### config.mk
export PLATFORM = sky130hd
export DESIGN_NAME = dual_axis_position_sequencer
export DESIGN_NICKNAME = d
export VERILOG_FILES = /design/src/rtl/dual_axis_position_sequencer.v /design/src/rtl/axis_loop.v
export VERILOG_INCLUDE_DIRS = /design/src /design/src/rtl
export SDC_FILE = /design/constraint.sdc
export NUM_CORES = 2
export LEC_CHECK = 0
export ABC_AREA = 1
export BUFFER_PORTS_ARGS = -buffer_cell sky130_fd_sc_hd__clkbuf_2
export CAP_MARGIN = 20
export CORE_UTILIZATION = 30
export CTS_BUF_LIST = sky130_fd_sc_hd__clkbuf_8
export DETAILED_ROUTE_END_ITERATION = 16
export PLACE_DENSITY = 0.5
export SYNTH_ARGS = -nofsm -noshare
export SYNTH_HDL_FRONTEND = slang
export SYNTH_SLANG_ARGS = --single-unit
### constraint.sdc
create_clock -name aclk -period 21.2 [get_ports aclk]
set_input_delay 1.06 -clock aclk [delete_from_list [all_inputs] [get_ports aclk]]
set_output_delay 1.06 -clock aclk [all_outputs]
set_load 0.05 [all_outputs]
### src/rtl/seq_map.vh
`ifndef SEQ_MAP_VH
`define SEQ_MAP_VH
// ---------------------------------------------------------------
// Clock and timing
// ---------------------------------------------------------------
`define CLK_HZ         25000000
`define FB_IDLE_US     10000
// ---------------------------------------------------------------
// Register byte offsets
// ---------------------------------------------------------------
`define OFS_CTRL       8'h00
`define OFS_TGT1       8'h04
`define OFS_SPD1       8'h08
`define OFS_TGT2       8'h0C
`define OFS_SPD2       8'h10
`define OFS_OUT_LAST   8'h1C
`define OFS_STAT       8'h20
`define OFS_POS1       8'h24
`define OFS_POS2       8'h28
`define OFS_CMD1       8'h2C
`define OFS_CMD2       8'h30
`define OFS_IN_LAST    8'h3C
`define OFS_CFG        8'h40
`define OFS_WINDOW     8'h44
`define OFS_FSV1       8'h48
`define OFS_FSV2       8'h4C
`define OFS_DB1        8'h50
`define OFS_DB2        8'h54
`define OFS_STATION    8'h58
`define OFS_BAUD       8'h5C
// ---------------------------------------------------------------
// Control word fields (axis 2 at +8)
// ---------------------------------------------------------------
`define CB_ENABLE      0
`define CB_JOG         1
`define CB_JOG_DIR     2
`define CB_START       3
`define CB_AX2         8
`define CB_SYNC        16
`define CB_SYNC_AVG    17
// ---------------------------------------------------------------
// Config word fields (axis 2 at +8)
// ---------------------------------------------------------------
`define GB_NC          0
`define GB_CURVE       1
`define GB_FS_EN       3
`define GB_AX2         8
// Curve codes
`define CURVE_LIN      2'h0
`define CURVE_ROOT3    2'h1
`define CURVE_ROOT5    2'h2
// ---------------------------------------------------------------
// Reset values
// ---------------------------------------------------------------
`define RST_CFG        32'h0000_0A0A
`define RST_WINDOW     16'h0010
`define RST_STATION    8'h7E
`endif

### src/rtl/dual_axis_position_sequencer.v
// Contract
// (RULE1) Jog bit drives open loop at speed
// (RULE2) Jog release loads actual as request
// (RULE3) Ready and start take new target
// (RULE4) In-position flag: window or start
// (RULE5) Sync bit makes axis 2 follow 1; the numeric method (nc_mode) ignores the sync correction
// (RULE6) Master supplies target and speed
// (RULE7) Stroke-dependent method adapts gain by distance
// (RULE8) Numeric method drives from profile error
// (RULE9) Fault forces programmed failsafe output
// (RULE10) Failsafe value and enable per axis
// (RULE11) Linear curve uses gain one
// (RULE12) Root curve three, reset default
// (RULE13) Root curve five near target
// (RULE14) Double gain replaces deadband step
// (RULE15) Fieldbus baud rate auto detected
// (RULE16) Process image 8 words each way
// (RULE17) Station address writable from both sides
// (RULE18) Indicator shows fieldbus online
// (RULE19) Ready needs both enables, no sensor error
// (RULE20) Enable sets target to actual
// (RULE21) Output clamped to full scale
`timescale 1ns/1ps
`default_nettype none
`include "seq_map.vh"

module dual_axis_position_sequencer #(
  parameter IDLE_CYCLES = `FB_IDLE_US * (`CLK_HZ / 1000000),
  parameter KNEE        = 256
) (
  input  wire               aclk,
  input  wire               aresetn,
  input  wire        [7:0]  s_axi_awaddr,
  input  wire               s_axi_awvalid,
  output reg                s_axi_awready,
  input  wire        [31:0] s_axi_wdata,
  input  wire        [3:0]  s_axi_wstrb,
  input  wire               s_axi_wvalid,
  output reg                s_axi_wready,
  output reg         [1:0]  s_axi_bresp,
  output reg                s_axi_bvalid,
  input  wire               s_axi_bready,
  input  wire        [7:0]  s_axi_araddr,
  input  wire               s_axi_arvalid,
  output reg                s_axi_arready,
  output reg         [31:0] s_axi_rdata,
  output reg         [1:0]  s_axi_rresp,
  output reg                s_axi_rvalid,
  input  wire               s_axi_rready,
  input  wire               hw_enable,
  input  wire        [1:0]  sensor_err,
  input  wire signed [15:0] pos1,
  input  wire signed [15:0] pos2,
  input  wire               bus_rx,
  input  wire               addr_set_valid,
  input  wire        [7:0]  addr_set_data,
  output wire signed [15:0] cmd1,
  output wire signed [15:0] cmd2,
  output wire        [1:0]  in_position_flag,
  output reg                ready_q,
  output reg                diag_online_q
);
  // ---------------------------------------------------------------
  // Registers
  // ---------------------------------------------------------------
  // (RULE16) eight output words
  reg  [15:0] img_q [0:7];
  reg  [31:0] cfg_q;
  reg  [15:0] window_q;
  reg  [15:0] fsv1_q;
  reg  [15:0] fsv2_q;
  reg  [15:0] db1_q;
  reg  [15:0] db2_q;
  reg  [7:0]  station_q;
  reg  [7:0]  aw_addr_q;
  reg  [31:0] w_data_q;
  reg  [3:0]  w_strb_q;
  reg         aw_have_q;
  reg         w_have_q;
  reg  [31:0] ctrl_q;
  reg  [15:0] baud_q;
  reg  [15:0] edge_cnt_q;
  reg  [31:0] idle_q;
  reg         rx_prev_q;
  reg         rdy_prev_q;

  // (RULE6) targets only from fieldbus image
  wire signed [15:0] tgt1 = img_q[1];
  wire        [15:0] spd1 = img_q[2];
  wire signed [15:0] tgt2 = img_q[3];
  wire        [15:0] spd2 = img_q[4];
  wire               sync = ctrl_q[`CB_SYNC];
  wire               avg  = ctrl_q[`CB_SYNC_AVG];
  wire signed [16:0] pdiff = {pos1[15], pos1} - {pos2[15], pos2};
  reg  signed [15:0] corr1;
  reg  signed [15:0] corr2;
  wire               fault1 = sensor_err[0] || !ready_q;
  wire               fault2 = sensor_err[1] || !ready_q;
  wire               wr_go  = aw_have_q && w_have_q && !s_axi_bvalid;
  wire               wr_img = (aw_addr_q[7:2] <= `OFS_OUT_LAST >> 2);

  // ---------------------------------------------------------------
  // Synchronisation
  // ---------------------------------------------------------------
  always @* begin
    corr1 = 16'h0000;
    corr2 = 16'h0000;
    if (sync) begin
      // (RULE5) outside numeric mode axis 2 follows axis 1, or with the average bit both axes meet halfway
      if (avg) begin
        corr1 = -pdiff[16:1];
        corr2 = pdiff[16:1];
      end else begin
        corr2 = pdiff[15:0];
      end
    end
  end

  // ---------------------------------------------------------------
  // Axis loops
  // ---------------------------------------------------------------
  // (RULE10) separate failsafe per axis
  axis_loop #(.KNEE(KNEE)) u_axis1 (
    .aclk      (aclk),
    .aresetn   (aresetn),
    .ready     (ready_q),
    .jog       (ctrl_q[`CB_JOG]),
    .jog_dir   (ctrl_q[`CB_JOG_DIR]),
    .start     (ctrl_q[`CB_START]),
    .target    (tgt1),
    .speed     (spd1),
    .actual    (pos1),
    .sync_corr (corr1),
    .nc_mode   (cfg_q[`GB_NC]),
    .curve     (cfg_q[`GB_CURVE+1:`GB_CURVE]),
    .window    (window_q),
    .fs_en     (cfg_q[`GB_FS_EN]),
    .fs_val    (fsv1_q),
    .db_min    (db1_q),
    .fault     (fault1),
    .cmd_q     (cmd1),
    .in_pos_q  (in_position_flag[0])
  );

  axis_loop #(.KNEE(KNEE)) u_axis2 (
    .aclk      (aclk),
    .aresetn   (aresetn),
    .ready     (ready_q),
    .jog       (ctrl_q[`CB_AX2+`CB_JOG]),
    .jog_dir   (ctrl_q[`CB_AX2+`CB_JOG_DIR]),
    .start     (ctrl_q[`CB_AX2+`CB_START]),
    .target    (tgt2),
    .speed     (spd2),
    .actual    (pos2),
    .sync_corr (corr2),
    .nc_mode   (cfg_q[`GB_AX2+`GB_NC]),
    .curve     (cfg_q[`GB_AX2+`GB_CURVE+1:`GB_AX2+`GB_CURVE]),
    .window    (window_q),
    .fs_en     (cfg_q[`GB_AX2+`GB_FS_EN]),
    .fs_val    (fsv2_q),
    .db_min    (db2_q),
    .fault     (fault2),
    .cmd_q     (cmd2),
    .in_pos_q  (in_position_flag[1])
  );

  // ---------------------------------------------------------------
  // Ready and fieldbus monitor
  // ---------------------------------------------------------------
  always @(posedge aclk) begin
    if (!aresetn) begin
      ready_q       <= 1'b0;
      rdy_prev_q    <= 1'b0;
      ctrl_q        <= 32'h0000_0000;
      diag_online_q <= 1'b0;
      baud_q        <= 16'hFFFF;
      edge_cnt_q    <= 16'h0000;
      idle_q        <= 32'h0000_0000;
      rx_prev_q     <= 1'b1;
    end else begin
      // (RULE19) both enables, no error
      ready_q    <= hw_enable && img_q[0][`CB_ENABLE] && (sensor_err == 2'b00);
      rdy_prev_q <= ready_q;
      // Control word: image word 0 in the low half, sync bits from image word 5 in the high half
      ctrl_q     <= {img_q[5], img_q[0]};
      rx_prev_q  <= bus_rx;
      // (RULE15) shortest pulse gives bit time
      if (bus_rx != rx_prev_q) begin
        edge_cnt_q <= 16'h0001;
        idle_q     <= 32'h0000_0000;
        if (edge_cnt_q < baud_q && edge_cnt_q != 16'h0000)
          baud_q <= edge_cnt_q;
      end else begin
        if (edge_cnt_q != 16'hFFFF)
          edge_cnt_q <= edge_cnt_q + 16'h0001;
        if (idle_q < IDLE_CYCLES)
          idle_q <= idle_q + 32'h0000_0001;
      end
      // Losing the line restarts detection so a slower rate can be found
      if (idle_q >= IDLE_CYCLES)
        baud_q <= 16'hFFFF;
      // (RULE18) online indicator
      diag_online_q <= (idle_q < IDLE_CYCLES) && (baud_q != 16'hFFFF);
    end
  end

  // ---------------------------------------------------------------
  // AXI4-Lite write
  // ---------------------------------------------------------------
  integer i;
  always @(posedge aclk) begin
    if (!aresetn) begin
      s_axi_awready <= 1'b1;
      s_axi_wready  <= 1'b1;
      s_axi_bvalid  <= 1'b0;
      s_axi_bresp   <= 2'b00;
      aw_have_q     <= 1'b0;
      w_have_q      <= 1'b0;
      aw_addr_q     <= 8'h00;
      w_data_q      <= 32'h0000_0000;
      w_strb_q      <= 4'h0;
      for (i = 0; i < 8; i = i + 1)
        img_q[i] <= 16'h0000;
      // (RULE12) root three default
      cfg_q     <= `RST_CFG;
      window_q  <= `RST_WINDOW;
      fsv1_q    <= 16'h0000;
      fsv2_q    <= 16'h0000;
      db1_q     <= 16'h0000;
      db2_q     <= 16'h0000;
      station_q <= `RST_STATION;
    end else begin
      if (s_axi_awvalid && s_axi_awready) begin
        aw_addr_q     <= s_axi_awaddr;
        aw_have_q     <= 1'b1;
        s_axi_awready <= 1'b0;
      end
      if (s_axi_wvalid && s_axi_wready) begin
        w_data_q     <= s_axi_wdata;
        w_strb_q     <= s_axi_wstrb;
        w_have_q     <= 1'b1;
        s_axi_wready <= 1'b0;
      end
      if (wr_go) begin
        s_axi_bvalid <= 1'b1;
        s_axi_bresp  <= 2'b00;
        if (wr_img) begin
          if (w_strb_q[0])
            img_q[aw_addr_q[4:2]][7:0] <= w_data_q[7:0];
          if (w_strb_q[1])
            img_q[aw_addr_q[4:2]][15:8] <= w_data_q[15:8];
        end else begin
          case (aw_addr_q)
            `OFS_CFG: begin
              if (w_strb_q[0])
                cfg_q[7:0] <= w_data_q[7:0];
              if (w_strb_q[1])
                cfg_q[15:8] <= w_data_q[15:8];
            end
            `OFS_WINDOW:  window_q <= w_data_q[15:0];
            `OFS_FSV1:    fsv1_q   <= w_data_q[15:0];
            `OFS_FSV2:    fsv2_q   <= w_data_q[15:0];
            `OFS_DB1:     db1_q    <= w_data_q[15:0];
            `OFS_DB2:     db2_q    <= w_data_q[15:0];
            // (RULE17) address from configuration side
            `OFS_STATION: station_q <= w_data_q[7:0];
            `OFS_STAT, `OFS_POS1, `OFS_POS2, `OFS_CMD1, `OFS_CMD2,
            `OFS_BAUD:    s_axi_bresp <= 2'b00;
            default:      s_axi_bresp <= (aw_addr_q <= `OFS_IN_LAST) ? 2'b00 : 2'b10;
          endcase
        end
      end
      // (RULE17) address set online
      if (addr_set_valid)
        station_q <= addr_set_data;
      if (s_axi_bvalid && s_axi_bready) begin
        s_axi_bvalid  <= 1'b0;
        aw_have_q     <= 1'b0;
        w_have_q      <= 1'b0;
        s_axi_awready <= 1'b1;
        s_axi_wready  <= 1'b1;
      end
    end
  end

  // ---------------------------------------------------------------
  // AXI4-Lite read
  // ---------------------------------------------------------------
  reg [31:0] rd_mux;
  reg        rd_err;
  always @* begin
    rd_mux = 32'h0000_0000;
    rd_err = 1'b0;
    if (s_axi_araddr <= `OFS_OUT_LAST) begin
      rd_mux = {16'h0000, img_q[s_axi_araddr[4:2]]};
    end else begin
      case (s_axi_araddr)
        // (RULE16) input image status word
        `OFS_STAT:    rd_mux = {26'h000_0000, diag_online_q, sensor_err,
                                in_position_flag, ready_q};
        `OFS_POS1:    rd_mux = {16'h0000, pos1};
        `OFS_POS2:    rd_mux = {16'h0000, pos2};
        `OFS_CMD1:    rd_mux = {16'h0000, cmd1};
        `OFS_CMD2:    rd_mux = {16'h0000, cmd2};
        `OFS_CFG:     rd_mux = {16'h0000, cfg_q[15:0]};
        `OFS_WINDOW:  rd_mux = {16'h0000, window_q};
        `OFS_FSV1:    rd_mux = {16'h0000, fsv1_q};
        `OFS_FSV2:    rd_mux = {16'h0000, fsv2_q};
        `OFS_DB1:     rd_mux = {16'h0000, db1_q};
        `OFS_DB2:     rd_mux = {16'h0000, db2_q};
        `OFS_STATION: rd_mux = {24'h00_0000, station_q};
        `OFS_BAUD:    rd_mux = {16'h0000, baud_q};
        default:      rd_err = (s_axi_araddr > `OFS_IN_LAST);
      endcase
    end
  end

  always @(posedge aclk) begin
    if (!aresetn) begin
      s_axi_arready <= 1'b1;
      s_axi_rvalid  <= 1'b0;
      s_axi_rdata   <= 32'h0000_0000;
      s_axi_rresp   <= 2'b00;
    end else begin
      if (s_axi_arvalid && s_axi_arready) begin
        s_axi_arready <= 1'b0;
        s_axi_rvalid  <= 1'b1;
        s_axi_rdata   <= rd_mux;
        s_axi_rresp   <= rd_err ? 2'b10 : 2'b00;
      end else if (s_axi_rvalid && s_axi_rready) begin
        s_axi_rvalid  <= 1'b0;
        s_axi_arready <= 1'b1;
      end
    end
  end
endmodule // dual_axis_position_sequencer
`default_nettype wire

### src/rtl/axis_loop.v
`timescale 1ns/1ps
`default_nettype none
`include "seq_map.vh"

module axis_loop #(
  parameter KNEE     = 256,
  parameter NC_SHIFT = 4
) (
  input  wire               aclk,
  input  wire               aresetn,
  input  wire               ready,
  input  wire               jog,
  input  wire               jog_dir,
  input  wire               start,
  input  wire signed [15:0] target,
  input  wire        [15:0] speed,
  input  wire signed [15:0] actual,
  input  wire signed [15:0] sync_corr,
  input  wire               nc_mode,
  input  wire         [1:0] curve,
  input  wire        [15:0] window,
  input  wire               fs_en,
  input  wire signed [15:0] fs_val,
  input  wire        [15:0] db_min,
  input  wire               fault,
  output reg  signed [15:0] cmd_q,
  output reg                in_pos_q
);
  reg signed [15:0] req_q;
  reg signed [23:0] prof_q;
  reg               jog_prev_q;
  reg               rdy_prev_q;

  wire signed [23:0] act_x  = {{8{actual[15]}}, actual};
  wire signed [23:0] req_x  = {{8{req_q[15]}}, req_q};
  wire signed [23:0] spd_x  = {8'h00, speed};
  wire signed [23:0] err    = req_x - act_x + {{8{sync_corr[15]}}, sync_corr};
  wire        [23:0] abs_e  = err[23] ? -err : err;
  wire signed [23:0] step   = {{NC_SHIFT{1'b0}}, spd_x[23:NC_SHIFT]};
  wire signed [23:0] pdiff  = req_x - prof_q;
  wire signed [23:0] f_err  = prof_q - act_x;
  wire        [23:0] pos_d  = (req_x > act_x) ? req_x - act_x : act_x - req_x;
  reg         [2:0]  mult;
  reg  signed [23:0] raw;
  reg  signed [23:0] shaped;
  reg  signed [23:0] db_x;

  // ---------------------------------------------------------------
  // Braking gain
  // ---------------------------------------------------------------
  always @* begin
    // (RULE7) distance sets gain
    mult = 3'd1;
    case (curve)
      // (RULE11) linear gain one
      `CURVE_LIN:   mult = 3'd1;
      // (RULE12) root gain three
      `CURVE_ROOT3: mult = (abs_e < KNEE) ? 3'd3 : (abs_e < 2 * KNEE) ? 3'd2 : 3'd1;
      // (RULE13) root gain five
      `CURVE_ROOT5: mult = (abs_e < KNEE) ? 3'd5 : (abs_e < 2 * KNEE) ? 3'd3 : 3'd1;
      default:      mult = 3'd1;
    endcase
  end

  // ---------------------------------------------------------------
  // Output path
  // ---------------------------------------------------------------
  always @* begin
    db_x = {8'h00, db_min};
    if (nc_mode) begin
      // (RULE8) following error drive
      raw = f_err <<< 2;
    end else begin
      raw = err * $signed({21'h0, mult});
    end
    if (raw > spd_x)
      raw = spd_x;
    else if (raw < -spd_x)
      raw = -spd_x;
    if (jog) begin
      // (RULE1) open loop jog
      raw = jog_dir ? spd_x : -spd_x;
    end
    // (RULE14) double gain deadband
    if (raw > db_x || raw < -db_x)
      shaped = raw[23] ? raw - db_x : raw + db_x;
    else
      shaped = raw <<< 1;
    // (RULE9) failsafe on fault
    if (fault && fs_en)
      shaped = {{8{fs_val[15]}}, fs_val};
    else if (!ready)
      shaped = 24'h00_0000;
  end

  // ---------------------------------------------------------------
  // State
  // ---------------------------------------------------------------
  always @(posedge aclk) begin
    if (!aresetn) begin
      req_q      <= 16'h0000;
      prof_q     <= 24'h00_0000;
      jog_prev_q <= 1'b0;
      rdy_prev_q <= 1'b0;
      cmd_q      <= 16'h0000;
      in_pos_q   <= 1'b0;
    end else begin
      jog_prev_q <= jog;
      rdy_prev_q <= ready;
      if (ready && !rdy_prev_q) begin
        // (RULE20) hold at actual
        req_q  <= actual;
        prof_q <= act_x;
      end else if (jog || (jog_prev_q && !jog)) begin
        // (RULE2) take actual position
        req_q  <= actual;
        prof_q <= act_x;
      end else if (ready && start) begin
        // (RULE3) take new target
        req_q <= target;
      end
      if (!jog && ready && !(ready && !rdy_prev_q)) begin
        if (pdiff > step)
          prof_q <= prof_q + step;
        else if (pdiff < -step)
          prof_q <= prof_q - step;
        else
          prof_q <= req_x;
      end
      // (RULE21) clamp to full scale
      if (shaped > 24'sh00_7FFF)
        cmd_q <= 16'h7FFF;
      else if (shaped < -24'sh00_7FFF)
        cmd_q <= 16'h8001;
      else
        cmd_q <= shaped[15:0];
      // (RULE4) window or start
      in_pos_q <= (pos_d <= {8'h00, window}) || start;
    end
  end
endmodule // axis_loop
`default_nettype wire

== Yosys cells after proc, flatten, opt, wreduce, memory -nomap -nowiden ==
Memory sizes are Yosys's and may differ from the RTL's. A register that Yosys moved wholly into a read port is not among the register bits.
Cells that the tools add are included.

* Bits in registers: 375
* Bits in latches: 0
* Memory bits (writable): 128
* Memory bits (read-only): 0
* Bits of input ports: 104
* Logic and storage cells: 296
* Memories kept: 1

* Add/subtract/negate cells: 32
* Multiply operators: 2
* Div/mod/pow operators: 0
* $lt $le $gt $ge: 31
* Equality and inequality tests: 34
* Shifts and indexed selects: 0
* Multiplexer cells: 88
* Bitwise gates (word level): 2
* Reductions and logical operators: 64

{| class="wikitable"
|+ Memories
! name !! depth !! width !! rd ports !! clocked after Yosys merged registers in !! write ports !! RTL line !! source
|-
| img_q || 8 || 16 || 7 || 1 || 8 || dual_axis_position_sequencer.v:67 || <nowiki>reg [15:0] img_q [0:7];</nowiki>
|}

{| class="wikitable"
|+ Operator list
! kind !! number
|-
| $mux 24 || 32
|-
| $mux 16 || 14
|-
| $pmux 16 s13 || 1
|-
| $lt 24x24->1 || 6
|-
| $eq 8x7->1 const B || 16
|-
| $sub 16x16->17 || 7
|-
| $gt 24x17->1 || 4
|-
| $neg 16->24 || 4
|-
| $eq 8x6->1 const B || 10
|-
| $add 24x13->24 || 2
|-
| $add 24x17->24 || 2
|-
| $add 24x24->24 || 2
|-
| $gt 24x13->1 || 2
|-
| $gt 24x16->1 const B || 2
|-
| $le 24x16->1 || 2
|-
| $lt 24x10->1 const B || 2
|-
| $lt 24x16->1 const B || 2
|-
| $lt 24x9->1 const B || 2
|-
| $mul 24x4->24 || 2
|-
| $neg 12->24 || 2
|-
| $neg 24->24 || 2
|-
| $sub 16x24->24 || 2
|-
| $sub 24x13->24 || 2
|-
| $sub 24x17->24 || 2
|-
| 37 further kinds || 129
|}

== Longest topological paths before layout ==
* Depth after elaboration: 25
* Mapped depth: 118
* Depth with buffers taken out: 112

== Cells and area by module ==
A second synthesis with hierarchy kept.

* Cell total of the unflattened synthesis: 8254
* Area, all modules: 54245.8 µm²

{| class="wikitable"
|+ Modules (own cells, without submodules)
! module !! times used !! cells an instance !! area each (µm²) !! sequential area each (µm²)
|-
| axis_loop at u_axis2 || 1 || 3059 || 18594.1 || 1181.1
|-
| axis_loop at u_axis1 || 1 || 2931 || 18048.6 || 1181.1
|-
| dual_axis_position_sequencer || 1 || 2264 || 17603.1 || 8448.1
|}

== Worst setup path before layout ==
Ideal clock, no wire load.

* Path kind: input to register
* Start: input pos2[1]
* End: register u_axis1.cmd_q[14]
* Setup time: 0.120 ns
* Arrival time: 13.948 ns
* Data required time: 21.080 ns
* Setup slack: 7.132 ns
* Cell stages on the path: 104
* Cell sequence: inv_1 -> ha_1 -> nand3_1 -> and2_1 -> or2_2 -> nand2_1 -> a21oi_1 -> or2_2 -> nand2_1 -> a21oi_1 -> inv_1 -> a21oi_1 -> o21ai_0 -> nand2_1 -> inv_1 -> nor2_1 -> inv_1 -> a21oi_1 -> (+68 left out) -> o21ai_0 -> o41ai_1 -> nand3_1 -> nor2_1 -> nand2_1 -> nand2_1 -> nand2_2 -> buf_2 -> o21ai_0 -> a21oi_1 -> nand2_1 -> nor2_1 -> nand2_1 -> nand2_1 -> nand2_1 -> buf_4 -> nand3_1 -> nand2_1

* Word-level cells in the longest chain between the ends: 25
* Elaborated cells on any way between the ends: 34
* Those cells by class: 6 x add/sub; 1 x mul; 8 x order compare; 18 x mux; 1 x reduce/logical

{| class="wikitable"
|+ Ends and longest elaborated chain
! item !! RTL line !! source
|-
| start: declaration || dual_axis_position_sequencer.v:53 || <nowiki>input wire signed [15:0] pos2,</nowiki>
|-
| $sub 16x16->17 * || dual_axis_position_sequencer.v:94 || <nowiki>wire signed [16:0] pdiff = {pos1[15], pos1} - {pos2[15], pos2};</nowiki>
|-
| $neg 16->16 * || dual_axis_position_sequencer.v:111 || <nowiki>corr1 = -pdiff[16:1];</nowiki>
|-
| $mux 16 * || dual_axis_position_sequencer.v:110 || <nowiki>if (avg) begin</nowiki>
|-
| $mux 16 * || dual_axis_position_sequencer.v:108 || <nowiki>if (sync) begin</nowiki>
|-
| $add 24x24->24 * || axis_loop.v:37 || <nowiki>wire signed [23:0] err = req_x - act_x + {{8{sync_corr[15]}}, sync_corr};</nowiki>
|-
| $neg 24->24 || axis_loop.v:38 || <nowiki>wire [23:0] abs_e = err[23] ? -err : err;</nowiki>
|-
| $mux 24 || axis_loop.v:38 ||
|-
| $lt 24x10->1 || axis_loop.v:58, axis_loop.v:60 ||
|-
| (+9 left out) || n/a ||
|-
| $add 24x17->24 (tied with other cells) || axis_loop.v:86 || <nowiki>shaped = raw[23] ? raw - db_x : raw + db_x;</nowiki>
|-
| $mux 24 or $logic_or 1x1->1 (tied branches) || axis_loop.v:86, axis_loop.v:85 ||
|-
| $mux 24 * || axis_loop.v:85 || <nowiki>if (raw > db_x || raw < -db_x)</nowiki>
|-
| $mux 24 * || axis_loop.v:92 || <nowiki>else if (!ready)</nowiki>
|-
| $mux 24 * || axis_loop.v:90 || <nowiki>if (fault && fs_en)</nowiki>
|-
| $lt 24x16->1 || axis_loop.v:133 || <nowiki>else if (shaped < -24'sh00_7FFF)</nowiki>
|-
| $mux 16 || axis_loop.v:133 ||
|-
| $mux 15 * || axis_loop.v:131 || <nowiki>if (shaped > 24'sh00_7FFF)</nowiki>
|-
| end signal: assignment || axis_loop.v:136 || <nowiki>cmd_q <= shaped[15:0];</nowiki>
|-
| end: declaration || axis_loop.v:26 || <nowiki>output reg signed [15:0] cmd_q,</nowiki>
|}

Mark *: on every way between the ends. The rest lies on a longest branch, timed or not.
A chain may end at the register's enable or synchronous reset.

== Final worst setup path ==
* Start: input pos2[1]
* End: register u_axis2.cmd_q[2]

* Word-level cells in the longest chain between the ends: 24
* Elaborated cells on any way between the ends: 35
* Those cells by class: 7 x add/sub; 1 x mul; 8 x order compare; 18 x mux; 1 x reduce/logical

{| class="wikitable"
|+ Ends and longest elaborated chain
! item !! RTL line
|-
| $sub 16x16->17 || dual_axis_position_sequencer.v:94
|-
| $mux 16 || dual_axis_position_sequencer.v:110
|-
| $mux 16 || dual_axis_position_sequencer.v:108
|-
| $add 24x24->24 || axis_loop.v:37
|-
| $neg 24->24 || axis_loop.v:38
|-
| $mux 24 || axis_loop.v:38
|-
| $lt 24x10->1 || axis_loop.v:58, axis_loop.v:60
|-
| $mux 2 (on tied branches) || axis_loop.v:58, axis_loop.v:60
|-
| (+8 left out) || n/a
|-
| $add 24x17->24 (tied with other cells) || axis_loop.v:86
|-
| $mux 24 or $logic_or 1x1->1 (tied branches) || axis_loop.v:86, axis_loop.v:85
|-
| $mux 24 * || axis_loop.v:85
|-
| $mux 24 * || axis_loop.v:92
|-
| $mux 24 * || axis_loop.v:90
|-
| $lt 24x16->1 || axis_loop.v:133
|-
| $mux 16 || axis_loop.v:133
|-
| $mux 15 * || axis_loop.v:131
|-
| end signal: assignment || axis_loop.v:136
|-
| end: declaration || axis_loop.v:26
|}

Marked as above.

==> results_dict.tcl <==
set metrics [dict create \
    routedWlPerCell_um 20.90 \
    drc 0 \
    cp-end-kind "flop" \
    num_vias 54052 \
    met2_length_mm 97.56 \
    worstHoldPathCells 2 \
    grt_max_degree 171 \
    worst_slack_ns 3.079 \
    r2r_slack_ns 4.68 \
    holdWs_ns 0.4292 \
    timing.rr.end "u_axis2.cmd_q[2]" \
    r2r_start "u_axis2.req_q[15]" \
    postCtsHoldBufs 0 \
    synthFlopType "dfxtp_1" \
    cts_setup_buffers 0 \
    cts_buffers 81 \
    cts.clk_slew.worst_paths_ns 0.05 \
    critPathLaunchType "input port" \
    hpwl_mm 175.8 \
    ys.warnings.count 0 \
    syn_area_per_cell_um2 6.659 \
    clkPwrFrac_pct 21.7 \
    antenna_found_initial 8 \
    drt-met1-wl_mm 94.51 \
    synth_cell_type_count 71 \
    cts_resized 0 \
    routed_via_density 5.237 \
    io_pins 181 \
    rsz0062_at_grt "no" \
    dieArea_um2 177700 \
    hold_viol 0 \
    cpMostUsedCell "nand2_1" \
    worst_pin_slew_ns 1.184 \
    cap_violations 0 \
    fin_setup_tns_ns 0 \
    finalSetupViolCount 0 \
    rows 153 \
    critPathMaxFanout 41 \
    clk_latency_ns 0.76 \
    final_util_pct 32.88 \
    tritoncts "built" \
    drive_gt1_share_pct 5.442 \
    synth.cell_area_um2 52800 \
    drt-total-wl_mm 215.8 \
    power_frac_comb_pct 52.3 \
    cp.arrival_ns 18.74 \
    stdcell_count 10322 \
    clockBufferDepth 3 \
    min_path_type "flop to flop" \
    path_buf_inv 13 \
    grt_pass1_vias 50922 \
    p_sw_mw 1.892 \
    required_ns 21.82 \
    initial_core_util_pct 30.28 \
    finalNetCount 8760 \
    dp_slack_ns 2.634 \
    routabilityCongestion 0.9341 \
    htree_levels 3 \
    core_area_um2 174400 \
    hold_path_startpoint "idle_q[18]" \
    maxSlewHeadroom_pct 20.26 \
    leakage_nw 27.17 \
    route.met3.wl_mm 11.04 \
    dr.pass1.iters 6 \
    cp_slowest_cell "o21ai_0" \
    cpPeakStageDelay_ns 0.91 \
    portBuffers 144 \
    grt-ovfl-total 0 \
    multi_input_area_um2 36460 \
    final_cell_mix "nand2_1, inv_1, nor2_1, a21oi_1, ha_1" \
    ys_ff_latch 475 \
    power_switching_share_pct 47.85 \
    reg2regPathDepth 81 \
    grt_pass1_wl_mm 316.8 \
    dieWidth_um 421.5 \
    yosysSeqAreaShare_pct 20.43 \
    ir_worst_vdd_mv 0.03901 \
    area_growth_pct 8.601 \
    pwr-share-seq_pct 26.0 \
    p_int_mw 2.062 \
    status "finished, final reports clean" \
    worstSetupPathType "input port to flop" \
    highest_layer "met4" \
    min_period_ns 18.12 \
    drtIter0Drc 4819 \
    async_flop_share_pct 0 \
    skew_ns 0.04784 \
    final_common_cell "nand2_1" \
    drv_slew 0 \
    die_h_um 421.5 \
    clock.fmax_mhz 55.19 \
    power.density_nw_per_um2 68.94 \
    dp_cells 10168 \
    numClockSinks 475 \
    path_delay_family "simple AND/OR/NAND/NOR gates" \
    postRouteAntennaNets 0 \
    seq_area_um2 10790 \
    cts_root_buffer "clkbuf_8" \
    fin_crit_sh_pct 85.48 \
    grtUsageTotal_pct 23.34 \
    synth_edf_count 128 \
    netlist_instances 7930 \
    fillers 19095 \
    min_to "idle_q[18]" \
]
routing by layer:
layer  vias to the layer above  track usage [%]
met5                         -                0
met4                         0            11.92
met3                       373            1.813
met2                      1773            38.67
met1                     25110            30.29
li1                      26796                -
layout make-up:
type	count	area share, %
diodes	4	0.01745
clock buffers	88	2.112
clock inverters	56	0.6676
inverters	1175	7.691
multi-input cells	6002	63.58
flip-flops and latches	475	18.82
well taps	2325	5.073
repair buffers	197	2.042
logic make-up after synthesis:
group                      Yosys count  share of synthesized area [%]
muxes                                5                        0.09715
AOI/OAI and AO/OA                 1859                          20.94
buffers and inverters             1470                          10.73
DFF                                475                          20.43
xor gates and xnor gates           300                          4.976
other                                1                       0.007102
adders and majority gates          724                          18.02
and+or+nand+nor                   3096                          24.79
state kept, by name, summed over array words and instances, names as in the netlist, 24 cells and up:
| signal | flops |
|---|---|
| idle_q | 32 |
| u_axis1.prof_q | 24 |
| u_axis2.prof_q | 24 |
| img_q | 128 |
worst reg2reg max path: cells and delay by family (launching register included):
kind	cells	cell delay (ns)
compound gates	15	4.60
fa+ha+maj	7	2.72
buf+inv	10	1.23
flops	1	0.93
simple gates	49	6.93
stage by stage:
stage	area, µm²	total power, mW
4_1_cts	57260	3.947
6_report	57350	3.954
3_5_place_dp	55670	3.081
5_1_grt	57340	4.264
3_3_place_gp	55660	3.056
2_1_floorplan	52870	2.516
power by group through the flow:
stage	Clock (mW)	Combinational [mW]	Sequential (mW)
2_1_floorplan	0	1.50	1.02
3_3_place_gp	0	2.01	1.05
3_5_place_dp	0	2.04	1.05
4_1_cts	0.873	2.05	1.03
5_1_grt	0.909	2.33	1.03
6_report	0.858	2.07	1.03
worst max path at each step:
stage          startpoint           endpoint  slack, ns  cells past startpoint
2_1_floorplan     pos2[1]  u_axis1.cmd_q[14]       7.13                    104
3_3_place_gp      pos2[1]   u_axis2.cmd_q[8]       2.76                    100
3_5_place_dp      pos2[1]   u_axis2.cmd_q[2]       2.63                     98
4_1_cts           pos2[1]   u_axis2.cmd_q[2]       3.38                    100
5_1_grt           pos2[1]   u_axis2.cmd_q[2]       1.36                     96
6_report          pos2[1]   u_axis2.cmd_q[2]       3.08                    100
cells in the mapped netlist (all sizes together), types with 3 or more instances:
| master | instances | share of area, % |
|---|---|---|
| a2111oi | 11 | 0.18 |
| a211oi | 32 | 0.45 |
| a21boi | 15 | 0.21 |
| a21o | 18 | 0.26 |
| a21oi | 713 | 6.9 |
| a221o | 3 | 0.057 |
| a221oi | 69 | 1.1 |
| a22oi | 30 | 0.43 |
| a311oi | 5 | 0.083 |
| a31o | 4 | 0.066 |
| a31oi | 71 | 0.84 |
| a41oi | 11 | 0.18 |
| and2 | 6 | 0.071 |
| buf | 59 | 0.70 |
| clkbuf | 236 | 1.7 |
| clkinv | 21 | 0.15 |
| dfxtp | 347 | 13 |
| edfxtp | 128 | 7.3 |
| fa | 61 | 2.3 |
| ha | 663 | 16 |
| inv | 1154 | 8.2 |
| mux2i | 4 | 0.076 |
| nand2 | 1524 | 11 |
| nand3 | 480 | 4.6 |
| nand3b | 12 | 0.17 |
| nand4 | 115 | 1.4 |
| nor2 | 786 | 5.7 |
| nor3 | 97 | 0.92 |
| nor4 | 40 | 0.47 |
| o2111ai | 28 | 0.46 |
| o211ai | 148 | 2.1 |
| o21a | 18 | 0.26 |
| o21ai | 497 | 4.7 |
| o21bai | 39 | 0.55 |
| o221a | 4 | 0.085 |
| o221ai | 27 | 0.45 |
| o22ai | 72 | 0.85 |
| o311ai | 12 | 0.20 |
| o31ai | 22 | 0.31 |
| o41ai | 6 | 0.10 |
| or2 | 28 | 0.33 |
| xnor2 | 52 | 0.86 |
| xor2 | 248 | 4.1 |
(Power assumes the default switching activity.)
